File: config.mk
export PLATFORM = sky130hd
export DESIGN_NAME = interp_drive_end_flat
export DESIGN_NICKNAME = d
export VERILOG_FILES = /design/src/logic/sync_interp_pkg.sv /design/src/logic/fieldbus_if.sv /design/src/logic/interp_drive_end.sv /design/src/logic/interp_watchdog.sv /design/src/flat_wrapper.sv
export SDC_FILE = /design/constraint.sdc
export NUM_CORES = 1
export LEC_CHECK = 0
export ABC_AREA = 1
export BUFFER_PORTS_ARGS = -buffer_cell sky130_fd_sc_hd__buf_2
export CAP_MARGIN = 10
export CORE_ASPECT_RATIO = 0.7
export CORE_UTILIZATION = 50
export CTS_CLUSTER_SIZE = 20
export DETAILED_ROUTE_END_ITERATION = 8
export GPL_ROUTABILITY_DRIVEN = 0
export GPL_TIMING_DRIVEN = 0
export PLACE_DENSITY = 0.71
export REMOVE_ABC_BUFFERS = 1
export SYNTH_ARGS = -nofsm -noshare
export SYNTH_HDL_FRONTEND = slang
export SYNTH_SLANG_ARGS = --single-unit
export TNS_END_PERCENT = 5
File: constraint.sdc
create_clock -name clk_sys -period 4.7 [get_ports clk_sys]
set_input_delay 0.94 -clock clk_sys [delete_from_list [all_inputs] [get_ports clk_sys]]
set_output_delay 0.94 -clock clk_sys [all_outputs]
set_load 0.03 [all_outputs]
File: src/logic/sync_interp_pkg.sv
// Shared object indices, field positions and timing for the interpolation link
package sync_interp_pkg;
  localparam logic [15:0] OBJ_CONTROL = 16'h6040;
  localparam logic [15:0] OBJ_STATUS = 16'h6041;
  localparam logic [15:0] OBJ_OP_MODE = 16'h6060;
  localparam logic [15:0] OBJ_INTERP_DATA = 16'h60c1;
  localparam logic [15:0] OBJ_INTERP_PERIOD = 16'h60c2;
  localparam logic [15:0] OBJ_POS_TORQUE = 16'h60e0;
  localparam logic [15:0] OBJ_NEG_TORQUE = 16'h60e1;
  localparam logic [15:0] OBJ_DIG_INPUTS = 16'h60fd;
  localparam logic [15:0] OBJ_DIG_OUTPUTS = 16'h60fe;
  localparam logic [15:0] OBJ_RX_COMM_1 = 16'h1400;
  localparam logic [15:0] OBJ_RX_COMM_2 = 16'h1401;
  localparam logic [15:0] OBJ_RX_MAP_1 = 16'h1600;
  localparam logic [15:0] OBJ_RX_MAP_2 = 16'h1601;
  localparam logic [7:0] SUB_0 = 8'h00;
  localparam logic [7:0] SUB_1 = 8'h01;
  localparam logic [7:0] SUB_2 = 8'h02;
  localparam logic [31:0] MAP_CONTROL = 32'h6040_0010;
  localparam logic [31:0] MAP_SETPOINT = 32'h60c1_0120;
  localparam logic [31:0] TRANS_SYNC = 32'h0000_0001;
  localparam logic [7:0] MODE_INTERP = 8'h07;
  localparam logic [7:0] PERIOD_RESET = 8'h01;
  localparam logic [15:0] TORQUE_LIMIT_MAX = 16'hbb8;
  localparam logic [15:0] TORQUE_LIMIT_RESET = 16'hbb8;
  localparam int CW_INTERP_ENABLE = 4;
  localparam int CW_HALT = 8;
  localparam int SW_TARGET_REACHED = 10;
  localparam int SW_INTERP_ACTIVE = 12;
  localparam int DI_NEG_LIMIT = 0;
  localparam int DI_POS_LIMIT = 1;
  localparam int DI_HOME = 2;
  localparam int DI_CONN_LSB = 16;
  localparam int REMOTE_LSB = 28;
  localparam int REMOTE_COUNT = 3;
  localparam int CONN_COUNT = 8;
  typedef enum logic [1:0] {
    FUNC_NONE = 2'h0,
    FUNC_NEG_LIMIT = 2'h1,
    FUNC_POS_LIMIT = 2'h2,
    FUNC_HOME = 2'h3
  } remote_func_t;
  // Period unit is one millisecond
  localparam int CLK_PERIOD_NS = 50;
  localparam int PERIOD_UNIT_NS = 1000000;
  localparam int PERIOD_UNIT_CYCLES = PERIOD_UNIT_NS / CLK_PERIOD_NS;
  // Controller register map
  localparam logic [2:0] HREG_OBJECT = 3'h0;
  localparam logic [2:0] HREG_DATA = 3'h1;
  localparam logic [2:0] HREG_COMMAND = 3'h2;
  localparam logic [2:0] HREG_READ_DATA = 3'h3;
  localparam logic [2:0] HREG_SETPOINT = 3'h4;
  localparam logic [2:0] HREG_CONTROL = 3'h5;
  localparam logic [2:0] HREG_PERIOD = 3'h6;
  localparam int CMD_WRITE = 0;
  localparam int CMD_READ = 1;
  localparam int CMD_CYCLE = 2;
  localparam int CMD_CONFIG = 3;
  localparam logic [2:0] CFG_STEPS = 3'h6;
endpackage : sync_interp_pkg

File: src/logic/fieldbus_if.sv
// Object access, SYNC and start signalling between controller and drive
`timescale 1ns/1ns
`default_nettype none
interface fieldbus_if (
  input wire logic clk_sys
);
  logic obj_wr;
  logic obj_rd;
  logic [15:0] obj_index;
  logic [7:0] obj_sub;
  logic [31:0] obj_wdata;
  logic [31:0] obj_rdata;
  logic sync_pulse;
  logic nmt_start;
  modport device (input clk_sys, input obj_wr, input obj_rd, input obj_index, input obj_sub,
    input obj_wdata, output obj_rdata, input sync_pulse, input nmt_start);
  modport host (input clk_sys, output obj_wr, output obj_rd, output obj_index,
    output obj_sub, output obj_wdata, input obj_rdata, output sync_pulse, output nmt_start);
endinterface : fieldbus_if
`default_nettype wire

File: src/logic/interp_drive_end.sv
// Drive end: objects, SYNC commit, overtime alarm, torque clamp, remote inputs
`timescale 1ns/1ns
`default_nettype none
// Rules for this block and for the host end
// (RL1) Only the latest committed setpoint is used
// (RL2) Host sends setpoint and control before SYNC
// (RL3) SYNC realigns the interpolation cycle timing
// (RL4) Host SYNC period not above interpolation period
// (RL5) Received process data applied only at SYNC
// (RL6) Late data keeps previously committed setpoint
// (RL7) Period without update raises alarm, stops axis
// (RL8) Host maps control word, setpoint; starts last
// (RL9) Host programs period before enabling mode
// (RL10) Host sets receive transmission type to one
// (RL11) Host writes mode seven before start
// (RL12) Output torque clamped between both limits while bus_control_active is high
// (RL13) Positive limit 16-bit, 0 to 3000, reset 3000
// (RL14) Negative limit 16-bit, 0 to 3000, reset 3000
// (RL15) Output word bits 28-30 are remote inputs
// (RL16) Remote function, inversion from drive configuration
// (RL17) Read-only input word: limits, home, connector
// (RL18) Control bit 4 enables, bit 8 halts
// (RL19) Status bit 12 active, bit 10 reached/still
// (RL20) Only setpoint subindex 1 is used
// (RL21) Mask selects which output bits take effect
// (RL22) Overtime counter reloaded at a SYNC that commits a new setpoint
module interp_drive_end #(
  parameter int TICK_CYCLES = sync_interp_pkg::PERIOD_UNIT_CYCLES
) (
  input wire logic clk_sys,
  input wire logic resetn,
  fieldbus_if.device bus,
  input wire logic [7:0] connector_pins,
  input wire logic neg_limit_pin,
  input wire logic pos_limit_pin,
  input wire logic home_pin,
  input wire logic motor_still_pin,
  input wire logic bus_control_active,
  input wire logic [5:0] remote_func_sel,
  input wire logic [2:0] remote_invert,
  input wire logic signed [15:0] torque_request,
  input wire logic [31:0] position_feedback,
  output logic signed [15:0] torque_cmd,
  output logic [31:0] position_target,
  output logic interp_active_flag,
  output logic axis_stop,
  output logic overtime_alarm,
  output logic neg_limit_active,
  output logic pos_limit_active,
  output logic home_active
);
  import sync_interp_pkg::*;

  function automatic logic remote_hit(input logic [2:0] lvl, input logic [5:0] sel,
                                      input remote_func_t f);
    logic hit;
    hit = 1'b0;
    for (int i = 0; i < REMOTE_COUNT; i++) begin
      hit = hit | (lvl[i] && (sel[2*i +: 2] == f));
    end
    return hit;
  endfunction : remote_hit

  logic [11:0] pin_meta_q;
  logic [11:0] pin_q;
  logic started_q;
  logic [15:0] pend_cw_q;
  logic [31:0] pend_pos_q;
  logic pend_new_q;
  logic [15:0] cw_q;
  logic [31:0] target_q;
  logic [7:0] mode_q;
  logic [7:0] period_q;
  logic [15:0] pos_lim_q;
  logic [15:0] neg_lim_q;
  logic [31:0] out_word_q;
  logic [31:0] out_mask_q;
  logic [31:0] out_eff_q;
  logic [2:0] remote_lvl;
  logic commit;
  logic run;
  logic expired;
  logic [31:0] din_word;
  logic [15:0] status_word;
  logic wr_ok;
  logic signed [16:0] req_x;
  logic signed [16:0] hi_x;
  logic signed [16:0] lo_x;

  // Two-stage synchronisers for pins
  always_ff @(posedge clk_sys or negedge resetn) begin
    if (!resetn) begin
      pin_meta_q <= '0;
      pin_q <= '0;
    end else begin
      pin_meta_q <= {motor_still_pin, home_pin, pos_limit_pin, neg_limit_pin, connector_pins};
      pin_q <= pin_meta_q;
    end
  end

  assign commit = bus.sync_pulse && started_q; // [RL5]
  assign wr_ok = bus.obj_wr;

  always_ff @(posedge clk_sys or negedge resetn) begin
    if (!resetn) begin
      started_q <= 1'b0;
    end else if (bus.nmt_start) begin
      started_q <= 1'b1;
    end
  end

  // Staged process data; a write in the SYNC cycle stays pending
  always_ff @(posedge clk_sys or negedge resetn) begin
    if (!resetn) begin
      pend_cw_q <= '0;
      pend_pos_q <= '0;
      pend_new_q <= 1'b0;
    end else begin
      if (commit) begin
        pend_new_q <= 1'b0;
      end
      if (wr_ok && bus.obj_index == OBJ_CONTROL && bus.obj_sub == SUB_0) begin
        pend_cw_q <= bus.obj_wdata[15:0];
      end
      if (wr_ok && bus.obj_index == OBJ_INTERP_DATA && bus.obj_sub == SUB_1) begin // [RL20]
        pend_pos_q <= bus.obj_wdata;
        pend_new_q <= 1'b1;
      end
    end
  end

  // Working values change only at SYNC; no queue of setpoints
  always_ff @(posedge clk_sys or negedge resetn) begin
    if (!resetn) begin
      cw_q <= '0;
      target_q <= '0;
    end else if (commit) begin
      cw_q <= pend_cw_q; // [RL5]
      target_q <= pend_pos_q; // [RL1] [RL6]
    end
  end

  // Configuration objects; out-of-range torque limits are refused
  always_ff @(posedge clk_sys or negedge resetn) begin
    if (!resetn) begin
      mode_q <= '0;
      period_q <= PERIOD_RESET;
      pos_lim_q <= TORQUE_LIMIT_RESET; // [RL13]
      neg_lim_q <= TORQUE_LIMIT_RESET; // [RL14]
      out_word_q <= '0;
      out_mask_q <= '0;
    end else if (wr_ok) begin
      unique case (bus.obj_index)
        OBJ_OP_MODE: mode_q <= bus.obj_wdata[7:0];
        OBJ_INTERP_PERIOD: if (bus.obj_sub == SUB_1) period_q <= bus.obj_wdata[7:0];
        OBJ_POS_TORQUE: if (bus.obj_wdata <= 32'(TORQUE_LIMIT_MAX)) begin
          pos_lim_q <= bus.obj_wdata[15:0]; // [RL13]
        end
        OBJ_NEG_TORQUE: if (bus.obj_wdata <= 32'(TORQUE_LIMIT_MAX)) begin
          neg_lim_q <= bus.obj_wdata[15:0]; // [RL14]
        end
        OBJ_DIG_OUTPUTS: begin
          if (bus.obj_sub == SUB_1) out_word_q <= bus.obj_wdata;
          if (bus.obj_sub == SUB_2) out_mask_q <= bus.obj_wdata;
        end
        default: ;
      endcase
    end
  end

  // Only masked-in bits of the output word take effect
  always_ff @(posedge clk_sys or negedge resetn) begin
    if (!resetn) begin
      out_eff_q <= '0;
    end else begin
      out_eff_q <= (out_eff_q & ~out_mask_q) | (out_word_q & out_mask_q); // [RL21]
    end
  end

  assign remote_lvl = out_eff_q[REMOTE_LSB +: REMOTE_COUNT] ^ remote_invert; // [RL15] [RL16]

  always_ff @(posedge clk_sys or negedge resetn) begin
    if (!resetn) begin
      neg_limit_active <= 1'b0;
      pos_limit_active <= 1'b0;
      home_active <= 1'b0;
    end else begin
      neg_limit_active <= pin_q[8] | remote_hit(remote_lvl, remote_func_sel, FUNC_NEG_LIMIT);
      pos_limit_active <= pin_q[9] | remote_hit(remote_lvl, remote_func_sel, FUNC_POS_LIMIT);
      home_active <= pin_q[10] | remote_hit(remote_lvl, remote_func_sel, FUNC_HOME); // [RL15]
    end
  end

  // Mode control and overtime alarm
  assign run = started_q && mode_q == MODE_INTERP && cw_q[CW_INTERP_ENABLE]; // [RL18]

  interp_watchdog #(
    .TICK_CYCLES(TICK_CYCLES)
  ) u_watchdog (
    .clk_sys(clk_sys),
    .resetn(resetn),
    .realign(bus.sync_pulse), // [RL3]
    .reload((commit && pend_new_q) || !interp_active_flag), // [RL22]
    .arm(interp_active_flag),
    .period(period_q),
    .expired(expired)
  );

  always_ff @(posedge clk_sys or negedge resetn) begin
    if (!resetn) begin
      overtime_alarm <= 1'b0;
    end else if (expired) begin
      overtime_alarm <= 1'b1; // [RL7]
    end else if (!run) begin
      overtime_alarm <= 1'b0;
    end
  end

  always_ff @(posedge clk_sys or negedge resetn) begin
    if (!resetn) begin
      interp_active_flag <= 1'b0;
      axis_stop <= 1'b1;
      position_target <= '0;
    end else begin
      interp_active_flag <= run && !cw_q[CW_HALT] && !overtime_alarm && !expired; // [RL18]
      axis_stop <= !run || cw_q[CW_HALT] || overtime_alarm || expired; // [RL7] [RL18]
      if (interp_active_flag) begin
        position_target <= target_q; // [RL6]
      end
    end
  end

  // Torque clamp
  assign req_x = 17'(torque_request);
  assign hi_x = $signed({1'b0, pos_lim_q});
  assign lo_x = -$signed({1'b0, neg_lim_q});

  always_ff @(posedge clk_sys or negedge resetn) begin
    if (!resetn) begin
      torque_cmd <= '0;
    end else if (bus_control_active && req_x > hi_x) begin
      torque_cmd <= hi_x[15:0]; // [RL12]
    end else if (bus_control_active && req_x < lo_x) begin
      torque_cmd <= lo_x[15:0]; // [RL12]
    end else begin
      torque_cmd <= torque_request;
    end
  end

  // Read-back words
  always_comb begin
    din_word = '0;
    din_word[DI_NEG_LIMIT] = neg_limit_active;
    din_word[DI_POS_LIMIT] = pos_limit_active;
    din_word[DI_HOME] = home_active;
    din_word[DI_CONN_LSB +: CONN_COUNT] = pin_q[7:0]; // [RL17]
  end

  always_comb begin
    status_word = '0;
    status_word[SW_INTERP_ACTIVE] = interp_active_flag; // [RL19]
    status_word[SW_TARGET_REACHED] = cw_q[CW_HALT] ? pin_q[11]
                                   : (position_feedback == target_q); // [RL19]
  end

  always_ff @(posedge clk_sys or negedge resetn) begin
    if (!resetn) begin
      bus.obj_rdata <= '0;
    end else if (!bus.obj_rd) begin
      bus.obj_rdata <= '0;
    end else begin
      unique case (bus.obj_index)
        OBJ_CONTROL: bus.obj_rdata <= {16'h0000, cw_q};
        OBJ_STATUS: bus.obj_rdata <= {16'h0000, status_word};
        OBJ_OP_MODE: bus.obj_rdata <= {24'h000000, mode_q};
        OBJ_INTERP_DATA: bus.obj_rdata <= target_q;
        OBJ_INTERP_PERIOD: bus.obj_rdata <= {24'h000000, period_q};
        OBJ_POS_TORQUE: bus.obj_rdata <= {16'h0000, pos_lim_q};
        OBJ_NEG_TORQUE: bus.obj_rdata <= {16'h0000, neg_lim_q};
        OBJ_DIG_INPUTS: bus.obj_rdata <= din_word; // [RL17]
        OBJ_DIG_OUTPUTS: bus.obj_rdata <= (bus.obj_sub == SUB_2) ? out_mask_q : out_word_q;
        default: bus.obj_rdata <= '0;
      endcase
    end
  end
endmodule : interp_drive_end
`default_nettype wire

File: src/logic/interp_watchdog.sv
// Interpolation period timer, realigned at SYNC and reloaded on fresh data
`timescale 1ns/1ns
`default_nettype none
module interp_watchdog #(
  parameter int TICK_CYCLES = sync_interp_pkg::PERIOD_UNIT_CYCLES
) (
  input wire logic clk_sys,
  input wire logic resetn,
  input wire logic realign,
  input wire logic reload,
  input wire logic arm,
  input wire logic [7:0] period,
  output logic expired
);
  import sync_interp_pkg::*;
  localparam int DW = $clog2(TICK_CYCLES + 1);
  localparam logic [DW-1:0] TICK_LAST = DW'(TICK_CYCLES - 1);
  logic [DW-1:0] div_q;
  logic [7:0] left_q;
  logic tick;

  assign tick = (div_q == TICK_LAST) && !realign;

  // Unit divider restarts on every SYNC
  always_ff @(posedge clk_sys or negedge resetn) begin
    if (!resetn) begin
      div_q <= '0;
    end else if (realign || tick) begin
      div_q <= '0;
    end else begin
      div_q <= div_q + 1'b1;
    end
  end

  always_ff @(posedge clk_sys or negedge resetn) begin
    if (!resetn) begin
      left_q <= PERIOD_RESET;
      expired <= 1'b0;
    end else begin
      expired <= 1'b0;
      if (reload) begin
        left_q <= period;
      end else if (arm && tick) begin
        if (left_q <= 8'h01) begin
          expired <= 1'b1;
          left_q <= period;
        end else begin
          left_q <= left_q - 8'h01;
        end
      end
    end
  end
endmodule : interp_watchdog
`default_nettype wire

File: src/flat_wrapper.sv
// flat-port wrapper written by rule: the top's interface ports become plain ports
module interp_drive_end_flat import sync_interp_pkg::*;
#(
  parameter int TICK_CYCLES = sync_interp_pkg::PERIOD_UNIT_CYCLES
)
  (clk_sys, resetn, connector_pins, neg_limit_pin, pos_limit_pin, home_pin, motor_still_pin, bus_control_active, remote_func_sel, remote_invert, torque_request, position_feedback, torque_cmd, position_target, interp_active_flag, axis_stop, overtime_alarm, neg_limit_active, pos_limit_active, home_active, bus_obj_wr, bus_obj_rd, bus_obj_index, bus_obj_sub, bus_obj_wdata, bus_obj_rdata, bus_sync_pulse, bus_nmt_start);
  fieldbus_if bus_i (.clk_sys(clk_sys));
  input wire logic clk_sys;
  input wire logic resetn;
  input wire logic [7:0] connector_pins;
  input wire logic neg_limit_pin;
  input wire logic pos_limit_pin;
  input wire logic home_pin;
  input wire logic motor_still_pin;
  input wire logic bus_control_active;
  input wire logic [5:0] remote_func_sel;
  input wire logic [2:0] remote_invert;
  input wire logic signed [15:0] torque_request;
  input wire logic [31:0] position_feedback;
  output logic signed [15:0] torque_cmd;
  output logic [31:0] position_target;
  output logic interp_active_flag;
  output logic axis_stop;
  output logic overtime_alarm;
  output logic neg_limit_active;
  output logic pos_limit_active;
  output logic home_active;
  input wire logic [$bits(bus_i.obj_wr)-1:0] bus_obj_wr;
  input wire logic [$bits(bus_i.obj_rd)-1:0] bus_obj_rd;
  input wire logic [$bits(bus_i.obj_index)-1:0] bus_obj_index;
  input wire logic [$bits(bus_i.obj_sub)-1:0] bus_obj_sub;
  input wire logic [$bits(bus_i.obj_wdata)-1:0] bus_obj_wdata;
  output wire logic [$bits(bus_i.obj_rdata)-1:0] bus_obj_rdata;
  input wire logic [$bits(bus_i.sync_pulse)-1:0] bus_sync_pulse;
  input wire logic [$bits(bus_i.nmt_start)-1:0] bus_nmt_start;
  assign bus_i.obj_wr = bus_obj_wr;
  assign bus_i.obj_rd = bus_obj_rd;
  assign bus_i.obj_index = bus_obj_index;
  assign bus_i.obj_sub = bus_obj_sub;
  assign bus_i.obj_wdata = bus_obj_wdata;
  assign bus_obj_rdata = bus_i.obj_rdata;
  assign bus_i.sync_pulse = bus_sync_pulse;
  assign bus_i.nmt_start = bus_nmt_start;
  interp_drive_end #(.TICK_CYCLES(TICK_CYCLES)) u_core (.clk_sys(clk_sys), .resetn(resetn), .bus(bus_i), .connector_pins(connector_pins), .neg_limit_pin(neg_limit_pin), .pos_limit_pin(pos_limit_pin), .home_pin(home_pin), .motor_still_pin(motor_still_pin), .bus_control_active(bus_control_active), .remote_func_sel(remote_func_sel), .remote_invert(remote_invert), .torque_request(torque_request), .position_feedback(position_feedback), .torque_cmd(torque_cmd), .position_target(position_target), .interp_active_flag(interp_active_flag), .axis_stop(axis_stop), .overtime_alarm(overtime_alarm), .neg_limit_active(neg_limit_active), .pos_limit_active(pos_limit_active), .home_active(home_active));
endmodule
== Word-level counts from Yosys, hierarchy flattened ==
Index checks and enable logic that the tools add are counted.

* Bitwise gates (word level): 14
* Add/sub/neg operators: 3
* Reduce and logical (&&, ||, !) cells: 44
* Magnitude comparators: 4
* Mux-type cells: 17
* Equal/unequal tests: 24

{| class="wikitable"
|+ Operators with widths
! operator !! number
|-
| one-hot mux 32 bit (9 select lines) || 1
|-
| equality test 16 x 15 -> 1 bit, second input constant || 9
|-
| AND 32 bit || 2
|-
| 2-to-1 mux 32 bit || 2
|-
| equality test 32 bit || 1
|-
| less-or-equal comparator 32 x 12 -> 1 bit, second input constant || 1
|-
| 2-to-1 mux 16 bit || 2
|-
| inverter 32 bit || 1
|-
| OR 32 bit || 1
|-
| logical AND 1 bit || 24
|-
| 2-to-1 mux 8 bit || 3
|-
| > comparator 16 x 17 -> 1 bit || 1
|-
| less-than comparator 16 x 17 -> 1 bit || 1
|-
| negation 16 -> 17 bit || 1
|-
| adder 15 x 1 -> 15 bit, second input constant || 1
|-
| equality test 15 bit, second input constant || 1
|-
| 2-to-1 mux 15 bit || 1
|-
| AND reduction 3 bit || 5
|-
| equality test 2 bit, second input constant || 6
|-
| OR 1 bit || 9
|-
| equality test 8 x 1 -> 1 bit, second input constant || 1
|-
| equality test 8 x 2 -> 1 bit, second input constant || 1
|-
| equality test 8 x 3 -> 1 bit, second input constant || 1
|-
| less-or-equal comparator 8 x 1 -> 1 bit, second input constant || 1
|-
| 10 further kinds || 29
|}

* Register bits: 376
* Output and inout bits: 86

== Depth between registers and ports, before layout ==
* Depth in word-level cells: 7
* Gate-level depth with buffers: 22
* Mapped depth without buffers: 21

== By module ==
From an unflattened synthesis, not the netlist that was laid out.

* Cells, all modules: 1997
* Area total of the unflattened synthesis: 16763.6 um^2

{| class="wikitable"
|+ Modules (own cells, without submodules)
! module !! seq. area each (um^2) !! cells each !! instances !! area each (um^2)
|-
| interp_drive_end || 8102.8 || 1796 || 1 || 15315.9
|-
| interp_watchdog || 601.8 || 201 || 1 || 1447.6
|}

== Worst setup path after synthesis ==
No wires, ideal clock.

* Path kind: reg-to-reg
* Start: register u_core.neg_lim_q[0]
* End: register u_core.torque_cmd[10]
* Required time: 4.582 ns
* Path buffers: 1
* Data arrival time: 2.790 ns
* Slack: 1.792 ns
* Clock period less this slack: 2.908 ns
* Cell stages (with the launch flop): 20
* Library setup time: 0.118 ns
* Cells stage by stage: dfrtp_1 inv_1 ha_1 nand3_1 nor2_1 nand3_1 nor2_1 nand3_1 nor2_1 ha_1 a21o_1 nor2_1 nand2_1 nor2_1 nand2_1 nand2_2 buf_1 nand4_1 nand3_1 nand2_1

* Cells in the longest elaborated chain, start to end: 5

{| class="wikitable"
|+ RTL lines
! what !! line !! source
|-
| from (decl) || interp_drive_end.sv:75 || <nowiki>logic [15:0] neg_lim_q;</nowiki>
|-
| from (signal assigned) || interp_drive_end.sv:160 || <nowiki>neg_lim_q <= bus.obj_wdata[15:0];</nowiki>
|-
| negation 16 -> 17 bit * || interp_drive_end.sv:236 || <nowiki>assign lo_x = -$signed({1'b0, neg_lim_q});</nowiki>
|-
| less-than comparator 16 x 17 -> 1 bit || interp_drive_end.sv:243 || <nowiki>end else if (bus_control_active && req_x < lo_x) begin</nowiki>
|-
| logical AND 1 bit || interp_drive_end.sv:243 ||
|-
| 2-to-1 mux 16 bit * || interp_drive_end.sv:243 ||
|-
| 2-to-1 mux 16 bit * || interp_drive_end.sv:241 || <nowiki>end else if (bus_control_active && req_x > hi_x) begin</nowiki>
|-
| to (signal assigned) || interp_drive_end.sv:242 || <nowiki>torque_cmd <= hi_x[15:0];</nowiki>
|-
| to (signal assigned) || interp_drive_end.sv:244 || <nowiki>torque_cmd <= lo_x[15:0];</nowiki>
|-
| to (signal assigned) || interp_drive_end.sv:246 || <nowiki>torque_cmd <= torque_request;</nowiki>
|-
| to (decl) || interp_drive_end.sv:43 || <nowiki>output logic signed [15:0] torque_cmd,</nowiki>
|}

Every way passes the cells marked *; elsewhere a longest branch is shown, timed or not.
A chain may end at the register's enable or synchronous reset.

== Worst setup path in the final report ==
* Start: input bus_obj_index[9]
* End: register u_core.bus.obj_rdata[1]

* Cells in the longest elaborated chain, start to end: 3
* Elaborated cells between the ends (all ways): 11

{| class="wikitable"
|+ RTL lines
! what !! line !! source
|-
| from (decl) || flat_wrapper.sv:30 || <nowiki>input wire logic [$bits(bus_i.obj_index)-1:0] bus_obj_index;</nowiki>
|-
| equality test 16 x 15 -> 1 bit || interp_drive_end.sv:272 || <nowiki>unique case (bus.obj_index)</nowiki>
|-
| one-hot mux 32 bit (9 select lines) * || interp_drive_end.sv:272 ||
|-
| 2-to-1 mux 32 bit * || interp_drive_end.sv:269 || <nowiki>end else if (!bus.obj_rd) begin</nowiki>
|-
| to (signal assigned) || interp_drive_end.sv:273 || <nowiki>OBJ_CONTROL: bus.obj_rdata <= {16'h0000, cw_q};</nowiki>
|-
| to (signal assigned) || interp_drive_end.sv:274 || <nowiki>OBJ_STATUS: bus.obj_rdata <= {16'h0000, status_word};</nowiki>
|-
| to (signal assigned) || interp_drive_end.sv:275 || <nowiki>OBJ_OP_MODE: bus.obj_rdata <= {24'h000000, mode_q};</nowiki>
|-
| to (decl) || fieldbus_if.sv:16 || <nowiki>input obj_wdata, output obj_rdata, input sync_pulse, input nmt_start);</nowiki>
|}

Marks and branches as above.

==> impl_metrics.ini <==
[synthesis]
synth-warning-count = 0
synth_edf_count = 0
syn-cell-area_um2 = 16200
ys_ff_latch = 347
netlist_instances = 1898
synth.avg_cell_area_um2 = 8.55
synthDistinctLibCells = 49
synth_ff_type = dfrtp_1
yosysSeqAreaShare = 0.537
synth-async-reset-ratio = 1.00

[timing]
rsz0062_at_grt = no
fin_skew_ps = 12.9
period_minus_slack_ps = 3940
post-route-period-util = 0.838
clock.fmax_mhz = 254
setup_viol = 0
final_max_slew_viol_count = 0
slew-limit-headroom = 0.290
worst_pin_slew_ps = 1060
hold_viol_final = 0

[floorplanning]
die_area_um2 = 33200
start_util = 0.514
core_um2 = 31600
die_w_um = 217
ios = 218
row_count = 54
die_h_um = 153

[setup_path]
cp_data_required_time_ps = 5090
crit_type = primary input to register
worstPathArrival_ps = 4330
worst_r2r_endpoint = u_core.torque_cmd[4]$_DFF_PN0_
crit_path_max_fanout = 32
r2r_slack_ps = 910
worstSetupEndpointType = register
worstSetupStartpointType = primary input
reg2reg_from = u_core.neg_lim_q[0]$_DFFE_PN0P_
reg2regPathDepth = 19

[cts]
hold_buffers = 0
cts-buffers-inserted = 35
cts_root_buffer = clkbuf_16
cts_setup_buffers = 0
cts_htree_levels = 2
clock_latency_ps = 530
path_clk_slew_ps = 60
cts_sinks = 347
cts_buffer_depth = 3
cts_tree = built
ctsResizeCount = 0

[run]
maxCapViolCount = 0

[final_layout]
fin_area_um2 = 18900
area_growth_pct = 16.8
fin_nets = 2262
layout-drive-gt1-share = 0.178
final_cell_mix = 511 x nand2_1, 329 x dfrtp_1, 216 x buf_2
utilization = 0.600
stdcell_count = 2535
final_common_cell = nand2_1

[place]
place_inst = 2476
place_area_um2 = 17800
io_buffer_count = 217
place_hpwl_mm = 31.3

[grt]
overflow = 0
grt_max_degree = 125
grt_pass1_wl_mm = 70.7
grt_pass1_vias = 12941
grt.total_usage = 0.273
antenna_found_initial = 3

[status]
status = completed

[power_and_ir_drop]
powerDensity_nw_per_um2 = 332
peakVddDrop_mv = 0.201
power_leakage_uw = 0.00945

[routing]
vias_per_cell = 5.38
vias = 13634
wire_per_inst_um = 17.4
dr.first_iter.drc_count = 1237
drt_first_pass_iters = 5
wl_mm = 44.2
route.antenna.remaining_nets = 0
drc = 0

[min_path]
hold_path_depth = 0
worstHoldStart = u_core.pin_meta_q[9]$_DFF_PN0_
holdPathEnd = u_core.pin_q[9]$_DFF_PN0_
hold_class = register to register
==> critical path: stages <==
cell and delay [ps]:
buf_2 100, nor2_1 100, nand2_1 60, nor2_1 680
nand2_1 250, nor3_4 820, nor2_1 130, nand3_1 190
nand2_2 540, a21oi_1 510
==> how the worst max path moves through the flow <==
stage / slack [ps] / to / from / cells after the start
floorplan: 1310 / u_core.out_mask_q[0]$_DFFE_PN0P_ / bus_obj_sub[3] / 8
finish: 760 / u_core.bus.obj_rdata[1]$_DFF_PN0_ / bus_obj_index[9] / 10
global route: 530 / u_core.bus.obj_rdata[0]$_DFF_PN0_ / bus_obj_index[8] / 10
CTS: 860 / u_core.bus.obj_rdata[0]$_DFF_PN0_ / bus_obj_index[9] / 10
detailed placement: 380 / u_core.bus.obj_rdata[1]$_DFF_PN0_ / bus_obj_index[9] / 10
global placement: -3950 / u_core.bus.obj_rdata[26]$_DFF_PN0_ / resetn / 1
==> metrics by stage <==
| step | setup TNS [ps] | hold WS [ps] | setup WS [ps] | power [µW] |
|---|---|---|---|---|
| after global placement | -1381520 | 332 | -3950 | 3440 |
| after detailed placement | 0 | 337 | 378 | 3470 |
| after floorplan | 0 | 331 | 1310 | 3250 |
| after global routing | 0 | 353 | 534 | 6500 |
| after CTS | 0 | 350 | 860 | 6340 |
| final | 0 | 346 | 760 | 6290 |
==> synthesized netlist by cell type, types with 16 or more instances <==
cell type | instances | area, µm²
inv_1 | 186 | 698
clkbuf_1 | 38 | 143
a21oi_1 | 69 | 345
buf_2 | 18 | 90.1
nand4_1 | 39 | 244
o21ai_1 | 86 | 430
o21ai_0 | 139 | 696
o21ai_2 | 22 | 193
nor2_1 | 169 | 634
nand2_1 | 514 | 1930
dfrtp_1 | 330 | 8260
xor2_1 | 16 | 140
ha_1 | 37 | 463
nor3_1 | 22 | 110
nand3_1 | 73 | 365
dfstp_2 | 17 | 447
mux2_2 | 21 | 236
==> sequential cells by signal (all words and copies together) (netlist names), 8 cells and up, named ones only <==
name and count:
u_core.bus.obj_rdata 32, u_core.cw_q 16, u_core.mode_q 8, u_core.neg_lim_q 16
u_core.out_mask_q 32, u_core.out_word_q 32, u_core.pend_cw_q 16, u_core.pend_pos_q 32
u_core.period_q 8, u_core.pin_meta_q 12, u_core.pin_q 12, u_core.pos_lim_q 16
u_core.position_target 32, u_core.target_q 32, u_core.torque_cmd 16, u_core.u_watchdog.div_q 15
u_core.u_watchdog.left_q 8
==> where the power goes <==
| part | internal (µW) | total, µW | leakage (µW) | switching (µW) |
|---|---|---|---|---|
| clock | 1720 | 2880 | 0.000571 | 1160 |
| combinational | 116 | 383 | 0.00419 | 267 |
| sequential | 3020 | 3030 | 0.00469 | 10.2 |
==> final cells by class <==
type	instances	area [µm²]
antenna	1	2.50
clock buffer	44	960
clock inverter	14	208
fill	2784	12600
inverter	193	726
multi-input combinational	1288	6470
sequential	347	8710
tap	420	526
timing repair buffer	228	1350
==> cells by family (layout without fill, tap and decap cells) <==
logic type               Yosys count  after routing  share of synthesized area
buffers and inverters            263            479                     0.0663
flip-flops                       347            347                      0.537
XOR/XNOR                          29             29                     0.0157
AND/OR/NAND/NOR                  850            850                      0.219
other                              0              1                          0
adder cells (fa/ha/maj)           37             37                     0.0285
AO/OA/AOI/OAI                    351            351                      0.119
multiplexers                      21             21                     0.0146
==> per-layer routing <==
layer,part of all wire,vias up,wire [µm],track usage
met5,0.00048,-,21,0
met4,0.018,4,782,0.0698
met3,0.084,70,3700,0.0575
met2,0.44,502,19500,0.405
met1,0.46,6478,20200,0.405
li1,-,6580,-,-
Note: power is estimated with default switching activity, not from simulation.
